==> src/csc_pkg.sv <==
// shared constants, types and register map of the color space converter
package csc_pkg;

	// ----------------------------------------------------------------
	// register maps and offsets
	// ----------------------------------------------------------------
	typedef enum logic [1:0] {MAP_IO, MAP_CP, MAP_HDMI, MAP_NONE} reg_map_e;

	localparam logic [7:0] IO_SPACE_OFFSET     = 8'h02;
	localparam logic [7:0] HDMI_RANGE_OFFSET   = 8'h47;
	localparam logic [7:0] CP_COEFF_SEL_OFFSET = 8'h68;
	localparam logic [7:0] CP_READBACK_OFFSET  = 8'hf4;

	// field positions
	localparam int INPUT_SPACE_LSB   = 4;
	localparam int SWAP_BIT          = 3;
	localparam int OUTPUT_SEL_BIT    = 1;
	localparam int OVERRIDE_BIT      = 2;
	localparam int MANUAL_FULL_BIT   = 1;
	localparam int COEFF_SEL_LSB     = 4;
	localparam int READBACK_LSB      = 4;

	// reset values
	localparam logic [3:0] INPUT_SPACE_RESET = 4'hf;
	localparam logic [3:0] COEFF_SEL_RESET   = 4'hf;
	localparam logic       OUTPUT_SEL_RESET  = 1'b0;
	localparam logic       SWAP_RESET        = 1'b0;
	localparam logic       OVERRIDE_RESET    = 1'b0;
	localparam logic       MANUAL_FULL_RESET = 1'b0;

	// ----------------------------------------------------------------
	// codes
	// ----------------------------------------------------------------
	localparam logic [3:0] INPUT_SPACE_AUTO = 4'hf;
	localparam logic [3:0] COEFF_SEL_MANUAL = 4'h0;
	localparam logic [3:0] COEFF_SEL_AUTO   = 4'hf;
	localparam logic [3:0] PRIM_HDMI_COMP   = 4'h5;
	localparam logic [3:0] PRIM_HDMI_GRAPH  = 4'h6;

	localparam logic [3:0] MODE_BYPASS   = 4'h0;
	localparam logic [3:0] MODE_601_RGB  = 4'h1;
	localparam logic [3:0] MODE_709_RGB  = 4'h3;
	localparam logic [3:0] MODE_RGB_601  = 4'h5;
	localparam logic [3:0] MODE_RGB_709  = 4'h7;
	localparam logic [3:0] MODE_709_601  = 4'h9;
	localparam logic [3:0] MODE_601_709  = 4'ha;
	localparam logic [3:0] MODE_MANUAL   = 4'hf;

	localparam logic [1:0] SCALE_X1 = 2'h0;
	localparam logic [1:0] SCALE_X2 = 2'h1;
	localparam int         FRAC_BITS = 12;

	// colorimetry class of the incoming video
	typedef enum logic [1:0] {SPACE_RGB, SPACE_601, SPACE_709} space_e;

	// ----------------------------------------------------------------
	// carriers
	// ----------------------------------------------------------------
	// one channel: three weights and an offset, all 13-bit twos complement
	typedef struct packed {
		logic [12:0] w1;
		logic [12:0] w2;
		logic [12:0] w3;
		logic [12:0] offset;
	} channel_coef_s;

	typedef struct packed {
		logic [1:0]    scale;
		channel_coef_s a;
		channel_coef_s b;
		channel_coef_s c;
	} matrix_s;

	// colorimetry fields of the latest avi infoframe
	typedef struct packed {
		logic       valid;
		logic [1:0] y_format;
		logic [1:0] colorimetry;
		logic [2:0] ext_colorimetry;
		logic [1:0] quant_range;
		logic       it_content;
	} avi_info_s;

endpackage

==> src/color_space_converter.sv <==
// 3x3 color space converter with automatic and manual coefficient selection
`timescale 1ns/10ps
`default_nettype none

module color_space_converter #(
	parameter int COMP_WIDTH = 12
) (
	// clock and reset
	input  wire logic                        clk_i,
	input  wire logic                        reset_i,
	// register port
	input  wire csc_pkg::reg_map_e           reg_map_i,
	input  wire logic [7:0]                  reg_addr_i,
	input  wire logic                        reg_write_i,
	input  wire logic [7:0]                  reg_wdata_i,
	output logic      [7:0]                  reg_rdata_o,
	// mode and upstream status
	input  wire logic [3:0]                  primary_operating_mode_i,
	input  wire csc_pkg::avi_info_s          avi_info_i,
	input  wire csc_pkg::matrix_s            manual_matrix_i,
	// pixel stream in
	input  wire logic                        pixel_valid_i,
	input  wire logic [3*COMP_WIDTH-1:0]     pixel_i,
	// pixel stream out
	output logic                             pixel_valid_o,
	output logic      [3*COMP_WIDTH-1:0]     pixel_o,
	output logic                             input_full_range_o
);

	// ----------------------------------------------------------------
	// control registers
	// ----------------------------------------------------------------
	logic [3:0] input_space_select;
	logic       output_space_select;
	logic       colorimetry_swap;
	logic       rgb_range_override;
	logic       manual_rgb_full_range;
	logic [3:0] coefficient_mode_select;
	logic [3:0] conversion_mode_readback;

	always_ff @(posedge clk_i) begin
		if (reset_i) begin
			input_space_select      <= csc_pkg::INPUT_SPACE_RESET;
			output_space_select     <= csc_pkg::OUTPUT_SEL_RESET;
			colorimetry_swap        <= csc_pkg::SWAP_RESET;
			rgb_range_override      <= csc_pkg::OVERRIDE_RESET;
			manual_rgb_full_range   <= csc_pkg::MANUAL_FULL_RESET;
			coefficient_mode_select <= csc_pkg::COEFF_SEL_RESET;
		end else if (reg_write_i) begin
			case (reg_map_i)
				csc_pkg::MAP_IO: begin
					if (reg_addr_i == csc_pkg::IO_SPACE_OFFSET) begin
						input_space_select  <= reg_wdata_i[csc_pkg::INPUT_SPACE_LSB +: 4];
						colorimetry_swap    <= reg_wdata_i[csc_pkg::SWAP_BIT];
						output_space_select <= reg_wdata_i[csc_pkg::OUTPUT_SEL_BIT];
					end
				end
				csc_pkg::MAP_HDMI: begin
					if (reg_addr_i == csc_pkg::HDMI_RANGE_OFFSET) begin
						rgb_range_override    <= reg_wdata_i[csc_pkg::OVERRIDE_BIT];
						manual_rgb_full_range <= reg_wdata_i[csc_pkg::MANUAL_FULL_BIT];
					end
				end
				csc_pkg::MAP_CP: begin
					if (reg_addr_i == csc_pkg::CP_COEFF_SEL_OFFSET) begin
						coefficient_mode_select <= reg_wdata_i[csc_pkg::COEFF_SEL_LSB +: 4];
					end
				end
				default: begin
				end
			endcase
		end
	end

	// unmapped addresses and reserved bits read as zero
	always_ff @(posedge clk_i) begin
		if (reset_i) begin
			reg_rdata_o <= 8'h00;
		end else begin
			reg_rdata_o <= 8'h00;
			case (reg_map_i)
				csc_pkg::MAP_IO: begin
					if (reg_addr_i == csc_pkg::IO_SPACE_OFFSET) begin
						reg_rdata_o <= {input_space_select, colorimetry_swap, 1'b0,
							output_space_select, 1'b0};
					end
				end
				csc_pkg::MAP_HDMI: begin
					if (reg_addr_i == csc_pkg::HDMI_RANGE_OFFSET) begin
						reg_rdata_o <= {5'h00, rgb_range_override, manual_rgb_full_range, 1'b0};
					end
				end
				csc_pkg::MAP_CP: begin
					if (reg_addr_i == csc_pkg::CP_COEFF_SEL_OFFSET) begin
						reg_rdata_o <= {coefficient_mode_select, 4'h0};
					end else if (reg_addr_i == csc_pkg::CP_READBACK_OFFSET) begin
						reg_rdata_o <= {conversion_mode_readback, 4'h0};
					end
				end
				default: begin
				end
			endcase
		end
	end

	// ----------------------------------------------------------------
	// infoframe colorimetry tracking
	// ----------------------------------------------------------------
	// last defined colorimetry is held so that a frame without one keeps the space; its range fields still apply
	csc_pkg::space_e hdmi_space;
	logic            hdmi_full_range;
	logic            hdmi_q_zero;
	logic            hdmi_itc;
	logic            hdmi_rgb_full;

	always_ff @(posedge clk_i) begin
		if (reset_i) begin
			hdmi_space      <= csc_pkg::SPACE_RGB;
			hdmi_full_range <= 1'b1;
			hdmi_q_zero     <= 1'b0;
			hdmi_itc        <= 1'b0;
		end else if (avi_info_i.valid) begin
			case (avi_info_i.y_format)
				2'h0: begin
					hdmi_space <= csc_pkg::SPACE_RGB;
					case (avi_info_i.quant_range)
						2'h1: begin
							hdmi_full_range <= 1'b0;
							hdmi_q_zero     <= 1'b0;
						end
						2'h2: begin
							hdmi_full_range <= 1'b1;
							hdmi_q_zero     <= 1'b0;
						end
						// q zero range is resolved live so control writes apply at once
						2'h0: begin
							hdmi_q_zero <= 1'b1;
							hdmi_itc    <= avi_info_i.it_content;
						end
						default: begin
						end
					endcase
				end
				2'h1, 2'h2: begin
					hdmi_full_range <= 1'b1;
					hdmi_q_zero     <= 1'b0;
					case (avi_info_i.colorimetry)
						2'h1: hdmi_space <= csc_pkg::SPACE_601;
						2'h2: hdmi_space <= csc_pkg::SPACE_709;
						2'h3: begin
							if (avi_info_i.ext_colorimetry == 3'h0) begin
								hdmi_space <= csc_pkg::SPACE_601;
							end else if (avi_info_i.ext_colorimetry == 3'h1) begin
								hdmi_space <= csc_pkg::SPACE_709;
							end
						end
						// no colorimetry given, previous one retained
						default: begin
						end
					endcase
				end
				default: begin
				end
			endcase
		end
	end

	// ----------------------------------------------------------------
	// input space and mode selection
	// ----------------------------------------------------------------
	// q zero decided by itc unless overridden
	assign hdmi_rgb_full = !hdmi_q_zero ? hdmi_full_range :
		(rgb_range_override ? manual_rgb_full_range : hdmi_itc);

	csc_pkg::space_e next_space;
	logic            next_full_range;
	logic [3:0]      next_mode;
	logic            hdmi_primary;

	// only the hdmi component and graphics modes follow the infoframe
	assign hdmi_primary = (primary_operating_mode_i == csc_pkg::PRIM_HDMI_COMP) ||
		(primary_operating_mode_i == csc_pkg::PRIM_HDMI_GRAPH);

	always_comb begin
		next_space      = csc_pkg::SPACE_RGB;
		next_full_range = 1'b1;
		case (input_space_select)
			4'h0: next_full_range = 1'b0;
			4'h1: next_full_range = 1'b1;
			4'h2: begin
				next_space      = csc_pkg::SPACE_601;
				next_full_range = 1'b0;
			end
			4'h3: begin
				next_space      = csc_pkg::SPACE_709;
				next_full_range = 1'b0;
			end
			4'h4, 4'h6: next_space = csc_pkg::SPACE_601;
			4'h5, 4'h7: next_space = csc_pkg::SPACE_709;
			csc_pkg::INPUT_SPACE_AUTO: begin
				if (hdmi_primary) begin
					next_space      = hdmi_space;
					next_full_range = hdmi_rgb_full;
				end
			end
			// undefined codes fall back to full-range rgb
			default: begin
			end
		endcase
	end

	always_comb begin
		next_mode = csc_pkg::MODE_BYPASS;
		if (coefficient_mode_select == csc_pkg::COEFF_SEL_MANUAL) begin
			next_mode = csc_pkg::MODE_MANUAL;
		end else if (output_space_select) begin
			// output select one always yields rgb
			case (next_space)
				csc_pkg::SPACE_601: next_mode = csc_pkg::MODE_601_RGB;
				csc_pkg::SPACE_709: next_mode = csc_pkg::MODE_709_RGB;
				default:            next_mode = csc_pkg::MODE_BYPASS;
			endcase
		end else begin
			// swap bit toggles 601 and 709
			// ypbpr output chosen from input and swap
			case (next_space)
				csc_pkg::SPACE_RGB:
					next_mode = colorimetry_swap ? csc_pkg::MODE_RGB_709 : csc_pkg::MODE_RGB_601;
				csc_pkg::SPACE_601:
					next_mode = colorimetry_swap ? csc_pkg::MODE_601_709 : csc_pkg::MODE_BYPASS;
				default:
					next_mode = colorimetry_swap ? csc_pkg::MODE_709_601 : csc_pkg::MODE_BYPASS;
			endcase
		end
	end

	// readback follows the selected mode every cycle
	always_ff @(posedge clk_i) begin
		if (reset_i) begin
			conversion_mode_readback <= csc_pkg::MODE_BYPASS;
			input_full_range_o       <= 1'b1;
		end else begin
			conversion_mode_readback <= next_mode;
			input_full_range_o       <= next_full_range;
		end
	end

	// ----------------------------------------------------------------
	// coefficient sets
	// ----------------------------------------------------------------
	function automatic csc_pkg::matrix_s fixed_matrix(input logic [3:0] mode);
		csc_pkg::matrix_s m;
		m = '0;
		// fixed coefficient set and scale per auto mode
		case (mode)
			csc_pkg::MODE_601_RGB: m = {csc_pkg::SCALE_X2,
				13'h0800, 13'h1a6a, 13'h1d50, 13'h0423, 13'h0800, 13'h0af8, 13'h0000, 13'h1a84,
				13'h0800, 13'h0000, 13'h0ddb, 13'h1912};
			csc_pkg::MODE_709_RGB: m = {csc_pkg::SCALE_X2,
				13'h0800, 13'h1c54, 13'h1e89, 13'h0291, 13'h0800, 13'h0c52, 13'h0000, 13'h19d7,
				13'h0800, 13'h0000, 13'h0e87, 13'h18bc};
			csc_pkg::MODE_RGB_601: m = {csc_pkg::SCALE_X1,
				13'h0964, 13'h04c9, 13'h01d3, 13'h0000, 13'h1927, 13'h082d, 13'h1eac, 13'h0800,
				13'h1a93, 13'h1d3f, 13'h082d, 13'h0800};
			csc_pkg::MODE_RGB_709: m = {csc_pkg::SCALE_X1,
				13'h0b71, 13'h0368, 13'h0127, 13'h0000, 13'h1893, 13'h082d, 13'h1f3f, 13'h0800,
				13'h19b2, 13'h1e21, 13'h082d, 13'h0800};
			csc_pkg::MODE_709_601: m = {csc_pkg::SCALE_X2,
				13'h0800, 13'h0188, 13'h00cb, 13'h1ed7, 13'h0000, 13'h07de, 13'h1f6c, 13'h005b,
				13'h0000, 13'h1f1d, 13'h07eb, 13'h007b};
			csc_pkg::MODE_601_709: m = {csc_pkg::SCALE_X2,
				13'h0800, 13'h1e56, 13'h1f14, 13'h014a, 13'h0000, 13'h0834, 13'h009a, 13'h1f9a,
				13'h0000, 13'h00eb, 13'h0826, 13'h1f78};
			default: m = '0;
		endcase
		return m;
	endfunction

	csc_pkg::matrix_s active_matrix;
	logic             bypass;

	// manual mode uses the programmed matrix
	assign active_matrix = (conversion_mode_readback == csc_pkg::MODE_MANUAL) ?
		manual_matrix_i : fixed_matrix(conversion_mode_readback);
	assign bypass = (conversion_mode_readback == csc_pkg::MODE_BYPASS);

	// ----------------------------------------------------------------
	// datapath: products summed in stage one, offset and scale in two
	// ----------------------------------------------------------------
	localparam int ACC_WIDTH = COMP_WIDTH + 16;

	csc_pkg::channel_coef_s chan_coef [3];
	logic signed [ACC_WIDTH-1:0] sum_q    [3];
	logic        [12:0]          offset_q [3];
	logic                        scale_x2_q;
	logic                        bypass_q;
	logic                        valid_q;
	logic [3*COMP_WIDTH-1:0]     pixel_q;

	assign chan_coef[0] = active_matrix.a;
	assign chan_coef[1] = active_matrix.b;
	assign chan_coef[2] = active_matrix.c;

	always_ff @(posedge clk_i) begin
		if (reset_i) begin
			valid_q       <= 1'b0;
			pixel_valid_o <= 1'b0;
			bypass_q      <= 1'b1;
			scale_x2_q    <= 1'b0;
			pixel_q       <= '0;
		end else begin
			valid_q       <= pixel_valid_i;
			pixel_valid_o <= valid_q;
			bypass_q      <= bypass;
			// code 01 doubles, reserved codes treated as one
			scale_x2_q    <= (active_matrix.scale == csc_pkg::SCALE_X2);
			pixel_q       <= pixel_i;
		end
	end

	genvar ch;
	generate
		for (ch = 0; ch < 3; ch++) begin : g_chan
			// component ch of the 36-bit word; a is the top one
			logic signed [COMP_WIDTH:0]  in_a;
			logic signed [COMP_WIDTH:0]  in_b;
			logic signed [COMP_WIDTH:0]  in_c;
			logic signed [ACC_WIDTH-1:0] weighted;
			logic signed [ACC_WIDTH-1:0] total;
			logic signed [ACC_WIDTH-1:0] scaled;
			logic        [COMP_WIDTH-1:0] converted;

			assign in_a = {1'b0, pixel_i[2*COMP_WIDTH +: COMP_WIDTH]};
			assign in_b = {1'b0, pixel_i[COMP_WIDTH +: COMP_WIDTH]};
			assign in_c = {1'b0, pixel_i[0 +: COMP_WIDTH]};

			assign weighted = ACC_WIDTH'(in_a * $signed(chan_coef[ch].w1)) +
				ACC_WIDTH'(in_b * $signed(chan_coef[ch].w2)) +
				ACC_WIDTH'(in_c * $signed(chan_coef[ch].w3));

			always_ff @(posedge clk_i) begin
				if (reset_i) begin
					sum_q[ch]    <= '0;
					offset_q[ch] <= '0;
				end else begin
					sum_q[ch]    <= weighted;
					offset_q[ch] <= chan_coef[ch].offset;
				end
			end

			// divide by 4096 then add offset
			// each channel adds its own offset
			assign total = (sum_q[ch] >>> csc_pkg::FRAC_BITS) +
				ACC_WIDTH'($signed(offset_q[ch]));
			assign scaled = scale_x2_q ? (total <<< 1) : total;
			// clamp instead of wrap so out-of-range settings do not alias
			assign converted = (scaled < 0) ? '0 :
				(scaled > ACC_WIDTH'({COMP_WIDTH{1'b1}})) ? {COMP_WIDTH{1'b1}} :
				scaled[COMP_WIDTH-1:0];

			always_ff @(posedge clk_i) begin
				if (reset_i) begin
					pixel_o[(2-ch)*COMP_WIDTH +: COMP_WIDTH] <= '0;
				end else if (bypass_q) begin
					// bypass uses the same two-stage latency
					pixel_o[(2-ch)*COMP_WIDTH +: COMP_WIDTH] <=
						pixel_q[(2-ch)*COMP_WIDTH +: COMP_WIDTH];
				end else begin
					pixel_o[(2-ch)*COMP_WIDTH +: COMP_WIDTH] <= converted;
				end
			end
		end
	endgenerate

endmodule

`default_nettype wire

==> config.mk <==
export PLATFORM = sky130hd
export DESIGN_NAME = color_space_converter
export DESIGN_NICKNAME = d
export VERILOG_FILES = /design/src/csc_pkg.sv /design/src/color_space_converter.sv
export SDC_FILE = /design/constraint.sdc
export NUM_CORES = 2
export LEC_CHECK = 0
export ABC_AREA = 1
export BUFFER_PORTS_ARGS = -buffer_cell sky130_fd_sc_hd__buf_2
export CAP_MARGIN = 20
export CORE_MARGIN = 8
export CORE_UTILIZATION = 55
export DETAILED_ROUTE_END_ITERATION = 10
export HOLD_SLACK_MARGIN = 0.08
export PLACE_DENSITY = 0.84
export SETUP_SLACK_MARGIN = 0.05
export SLEW_MARGIN = 0
export SYNTH_ARGS = -nofsm -noshare
export SYNTH_HDL_FRONTEND = slang
export SYNTH_SLANG_ARGS = --single-unit
==> constraint.sdc <==
create_clock -name clk_i -period 8.52 [get_ports clk_i]
set_input_delay 0 -clock clk_i [delete_from_list [all_inputs] [get_ports clk_i]]
set_output_delay 0 -clock clk_i [all_outputs]
set_load 0.005 [all_outputs]
* Word-level counts from Yosys, hierarchy flattened *
Memories as Yosys holds them, arrays and structs flattened.
Cells that the tools add are included.

word-level totals
  register bits after elaboration = 106
  bits in latches = 0
  memory bits (writable) = 123
  ROM bits = 0
  input bits = 231
  output and inout port bits = 46
  logic and storage cells = 161
  memories = 2

memories
  name      words  bits a word  rd ports  clocked after Yosys merged registers in  write ports  line                          source
  sum_q     3      28           3         0                                        3            color_space_converter.sv:293  logic signed [ACC_WIDTH-1:0] sum_q [3];
  offset_q  3      13           3         0                                        3            color_space_converter.sv:294  logic [12:0] offset_q [3];

operators by class
  $add $sub $neg = 9
  $mul = 9
  divide/modulo/power cells = 0
  magnitude comparators = 6
  eq/ne operators = 37
  shifts and indexed selects = 0
  multiplexer cells = 49
  bitwise gates (word level) = 6
  reduce and logical (&&, ||, !) cells = 22

operators by type and width
  operator                                                                 number
  157-bit one-hot mux with 6 select lines                                  1
  13-bit by 13-bit multiplier with 26-bit output                           9
  158-bit two-way mux                                                      1
  12-bit two-way mux                                                       9
  27-bit by 26-bit adder with 28-bit output                                3
  28-bit by 12-bit > comparator with 1-bit output (second input constant)  3
  28-bit two-way mux                                                       3
  26-bit by 26-bit adder with 27-bit output                                3
  18-bit by 1-bit < comparator with 1-bit output (second input constant)   3
  16-bit by 13-bit adder with 17-bit output                                3
  17-bit two-way mux                                                       3
  13-bit two-way mux                                                       3
  4-bit by 3-bit == test with 1-bit output (second input constant)         8
  8-bit two-way mux                                                        3
  8-bit one-hot mux with 3 select lines                                    1
  3-bit AND reduction                                                      6
  4-bit == test (second input constant)                                    4
  8-bit by 7-bit == test with 1-bit output (second input constant)         2
  4-bit two-way mux                                                        4
  2-bit by 1-bit == test with 1-bit output (second input constant)         6
  2-bit == test (second input constant)                                    6
  4-bit by 2-bit == test with 1-bit output (second input constant)         3
  4-bit logical NOT                                                        3
  2-bit one-hot mux with 3 select lines                                    2
  other kinds (22)                                                         46

* Depth between registers and ports, before layout *
  depth in word-level cells = 8
  gate-level depth with buffers = 41
  gate-level depth less buffers = 40

* Least setup slack after synthesis *
No wires, ideal clock.

  path kind = register to register
  from = register conversion_mode_readback[2]
  to = memory sum_q[0][21] in the netlist's numbering
  setup time = 0.118 ns
  arrival = 7.077 ns
  required time = 8.402 ns
  setup slack = 1.325 ns
  stages on the path, launching flop included = 32
  buffers on the path = 4
  period minus slack after synthesis = 7.195 ns
  cells stage by stage = dfxtp_1 > buf_2 > nand2_1 > nor2_4 > inv_2 > buf_6 > clkbuf_1 > buf_1 > o21ai_2 > nor2_1 > fa_1 > inv_1 > fa_1 > inv_1 > fa_1 > inv_1 > fa_1 > inv_1 > fa_1 > fa_1 > fa_1 > inv_1 > fa_1 > inv_1 > ha_1 > nand2_1 > nor4_1 > a21oi_1 > nor2_1 > o21ai_0 > nand2_1 > nor2_1

RTL lines
  element                   line                          source
  start: declaration        color_space_converter.sv:39   logic [3:0] conversion_mode_readback;
  start signal: assignment  color_space_converter.sv:240  conversion_mode_readback <= csc_pkg::MODE_BYPASS;
  start signal: assignment  color_space_converter.sv:243  conversion_mode_readback <= next_mode;
  end: declaration          color_space_converter.sv:293

==> reports/qor.txt <==
gpl congestion = 1.15
Core Area = 0.107 mm^2
setup violation total in the final timing report = 0
total negative slack = 0 ns
TritonCTS clock tree = built
start point of the critical path = conversion_mode_readback[1]
peak ir drop on the vdd network = 0.600 mV
global-route wire length before repair = 330000 um
detailed-placement wirelength estimate = 184000 um
RSZ-0062 raised after global routing = true
routed wire length on met3 = 34700 um
pwr/cell area = 341 mW/mm^2
Syn Std Cell Area = 0.0596 mm^2
count of flip-flops with a built-in enable after synthesis = 0
register share of total power = 0.052
std cell rows = 120
total routed wirelength = 221000 um
count of port buffers added during placement = 274
post-placement setup slack = 0.126 ns
floorplan die width = 345 um
overall overflow remaining after global route = 0
CTS root buffer = clkbuf_16
floorplan die area = 0.119 mm^2
Max Cap Viol = 0
worst hold path class = in2reg
outcome = completed
post-synthesis register bit count = 192
Remaining DRCs = 0
Distinct cells, synth = 51
Worst R2R Path Depth = 29
via density per instance = 5.59
global-route usage over all layers = 0.369
part of the Yosys area used for sequential elements = 0.0645
level count of the clock H-tree = 4
crit path setup slack, layout = 0.223 ns
share of power burned in combinational logic = 0.905
area added between synthesis and finish = 10.3%
largest net degree at the start of global routing = 78
total nets after synthesis = 9706
Post-DRT Antenna Nets = 0
topmost layer with routed signal wires = met5
total internal power = 9.00 mW
number of buffers added by the clock tree synthesis step = 25
final net count = 10.1k
starting utilization of the core area = 0.555
Detail Route met2 WL = 89100 um
slowest CP cell = fa_1
category of the worst setup path capture point = flop
switching power total = 13.4 mW
drt first-iter violations = 5837
hold worst-path end = reg_rdata_o[6]
post-synthesis async set-or-reset flop share = 0
min-delay src = reg_addr_i[3]
net switching fraction of the power = 0.598
clock skew after layout = 0.0244 ns
vias post-DR = 52.4k
Clock transition at path regs = 0.07 ns
leakage component of the power = 36.3 nW
end of the worst register-to-register path = sum_q[1][25]
clock sinks = 192
type of origin of the critical path = flop
fmax = 121 MHz
share of final-layout standard cells stronger than drive strength 1 = 0.0847
clock network fraction of total power = 0.043
Met1 Routed Length = 81900 um
crit-path max FO = 9
clock tree buffer depth = 3
worst endpoint required time = 8.92 ns
average routed wire per standard cell = 23.6 um
DR pass1 iterations = 7
Slew headroom = 0.239
post-synthesis cell count = 7524
worst hold slack after final layout = 0.158 ns
vias in the first global route = 54.1k
worst reg2reg path startpoint = conversion_mode_readback[1]
slack of the worst reg-to-reg path = 0.22 ns
period utilization = 0.974
critical path's largest stage delay = 0.66 ns
IO Pins = 277
Post-Synthesis Mean Instance Area = 7.92 um^2
primary flip-flop cell chosen by synthesis mapping = dfxtp_1
Hold Vio Cnt, Final = 0
slew at the pin closest to its max-slew limit = 1.14 ns
Yosys Warn Count = 0
Min-Delay Path Depth = 5
CP Class = reg2reg
Period minus WS final = 8.30 ns
antenna violations before repair = 17
signal arrival time at the worst endpoint = 8.70 ns
Skew-Pair Late Insertion Delay = 0.51 ns
final number of max-transition violations = 0
die boundary height = 345 um
==> cell families after synthesis <==
family / share of synthesized area
simple gates: 0.172
buf+inv: 0.143
fa+ha+maj: 0.570
compound gates: 0.0464
flops: 0.0645
xor+xnor: 0.00382
mux: 0.000504
other cells: 0.0000629
==> state kept, by name, indices dropped and copies added (netlist names), 2 cells and up <==
| signal | flops |
|---|---|
| pixel_q | 36 |
| coefficient_mode_select | 4 |
| hdmi_space | 2 |
| offset_q | 39 |
| sum_q | 48 |
| conversion_mode_readback | 4 |
| reg_rdata_o | 7 |
| pixel_o | 36 |
| input_space_select | 4 |
==> cell type report <==
class	count	area (um^2)
Fill cell	9493	41600
Clock inverter	3	40.0
Antenna cell	14	35.0
Inverter	2027	7640
Tap cell	1403	1760
Timing Repair inverter	2	12.5
Sequential cell	192	3840
Clock buffer	30	674
Multi-Input combinational cell	5071	47300
Timing Repair Buffer	628	4370
==> timing repair <==
item                                    in CTS  in global routing
hold buffers                                95                  0
setup buffers                                0                  8
hold endpoints to repair                    91                  0
resized for setup                            0                 45
endpoints found under the setup margin       0                 37
==> worst max-delay path by stage <==
stage                   endpoint  slack [ns]
floorplan           sum_q[0][21]        1.33
global placement    sum_q[0][23]        0.24
detailed placement  sum_q[0][23]        0.13
CTS                 sum_q[0][23]        0.11
global route        sum_q[0][23]       -0.01
finish              sum_q[1][25]        0.22
==> power groups by stage <==
stage	clock network (mW)	registers, mW	logic [mW]
2_1_floorplan	0	1.15	11.8
3_3_place_gp	0	1.18	18.8
4_1_cts	0.971	1.16	19.1
3_5_place_dp	0	1.18	19.0
5_1_grt	1.01	1.17	22.0
6_report	0.956	1.16	20.3
==> synth_stat cells (10+ instances only) <==
cell type / instances / area, um^2
a21o_1: 11 / 82.6
a21oi_1: 247 / 1240
a31oi_1: 13 / 81.3
buf_1: 13 / 48.8
buf_2: 10 / 50.1
clkbuf_1: 209 / 785
clkinv_1: 33 / 124
dfxtp_1: 192 / 3840
fa_1: 1272 / 25500
ha_1: 679 / 8500
inv_1: 1974 / 7410
inv_2: 20 / 75.1
nand2_1: 1220 / 4580
nand3_1: 145 / 726
nand3b_1: 12 / 90.1
nand4_1: 32 / 200
nor2_1: 1085 / 4070
nor3_1: 32 / 160
nor4_1: 14 / 87.6
o21a_1: 17 / 128
o21ai_0: 129 / 646
o21ai_1: 24 / 120
or2_2: 29 / 181
xnor2_1: 15 / 131
xor2_1: 11 / 96.3
==> cells in the final DEF (no fill, tap or decap), drive strengths merged, types with 9 or more instances in the layout <==
master / Yosys / routed
a211oi: 9 / 9
o211ai: 9 / 9
ha: 679 / 679
nor3: 32 / 32
o22ai: 12 / 12
diode: 0 / 14
clkinv: 33 / 36
fa: 1272 / 1272
a21oi: 248 / 248
buf: 25 / 533
nand3: 145 / 145
a21o: 11 / 11
nor2: 1088 / 1088
a31oi: 13 / 13
clkinvlp: 0 / 9
nand2: 1226 / 1226
dlygate4sd3: 0 / 95
o21ai: 161 / 161
dfxtp: 192 / 192
xnor2: 15 / 15
inv: 1994 / 1986
clkbuf: 209 / 30
nand4: 32 / 32
o21a: 17 / 17
xor2: 11 / 11
or2: 30 / 30
nor4: 14 / 14
nand3b: 12 / 12
==> per-layer routing <==
| metal | vias to the layer above | track usage |
|---|---|---|
| li1 | 22800 | - |
| met1 | 25400 | 0.469 |
| met2 | 3461 | 0.533 |
| met3 | 673 | 0.158 |
| met4 | 14 | 0.193 |
| met5 | - | 0 |
==> metrics by stage <==
| step | area (um^2) | power [mW] | util | instances |
|---|---|---|---|---|
| 5_1_grt | 65700 | 24.2 | 0.612 | 9358 |
| 4_1_cts | 65500 | 21.3 | 0.610 | 9344 |
| 3_3_place_gp | 63800 | 20.0 | 0.594 | 9215 |
| 2_1_floorplan | 59600 | 12.9 | - | 7524 |
| 3_5_place_dp | 63800 | 20.2 | 0.594 | 9216 |
| 6_report | 65700 | 22.4 | 0.612 | 9370 |
==> worst max-delay path, delay by kind of cell (launching register included) <==
kind | cells | cell delay (ns)
buf+inv | 9 | 1.08
flops | 1 | 0.44
fa+ha+maj | 9 | 4.25
simple gates | 6 | 1.20
compound gates | 5 | 1.22
Note: power is estimated with default switching activity, not from simulation.
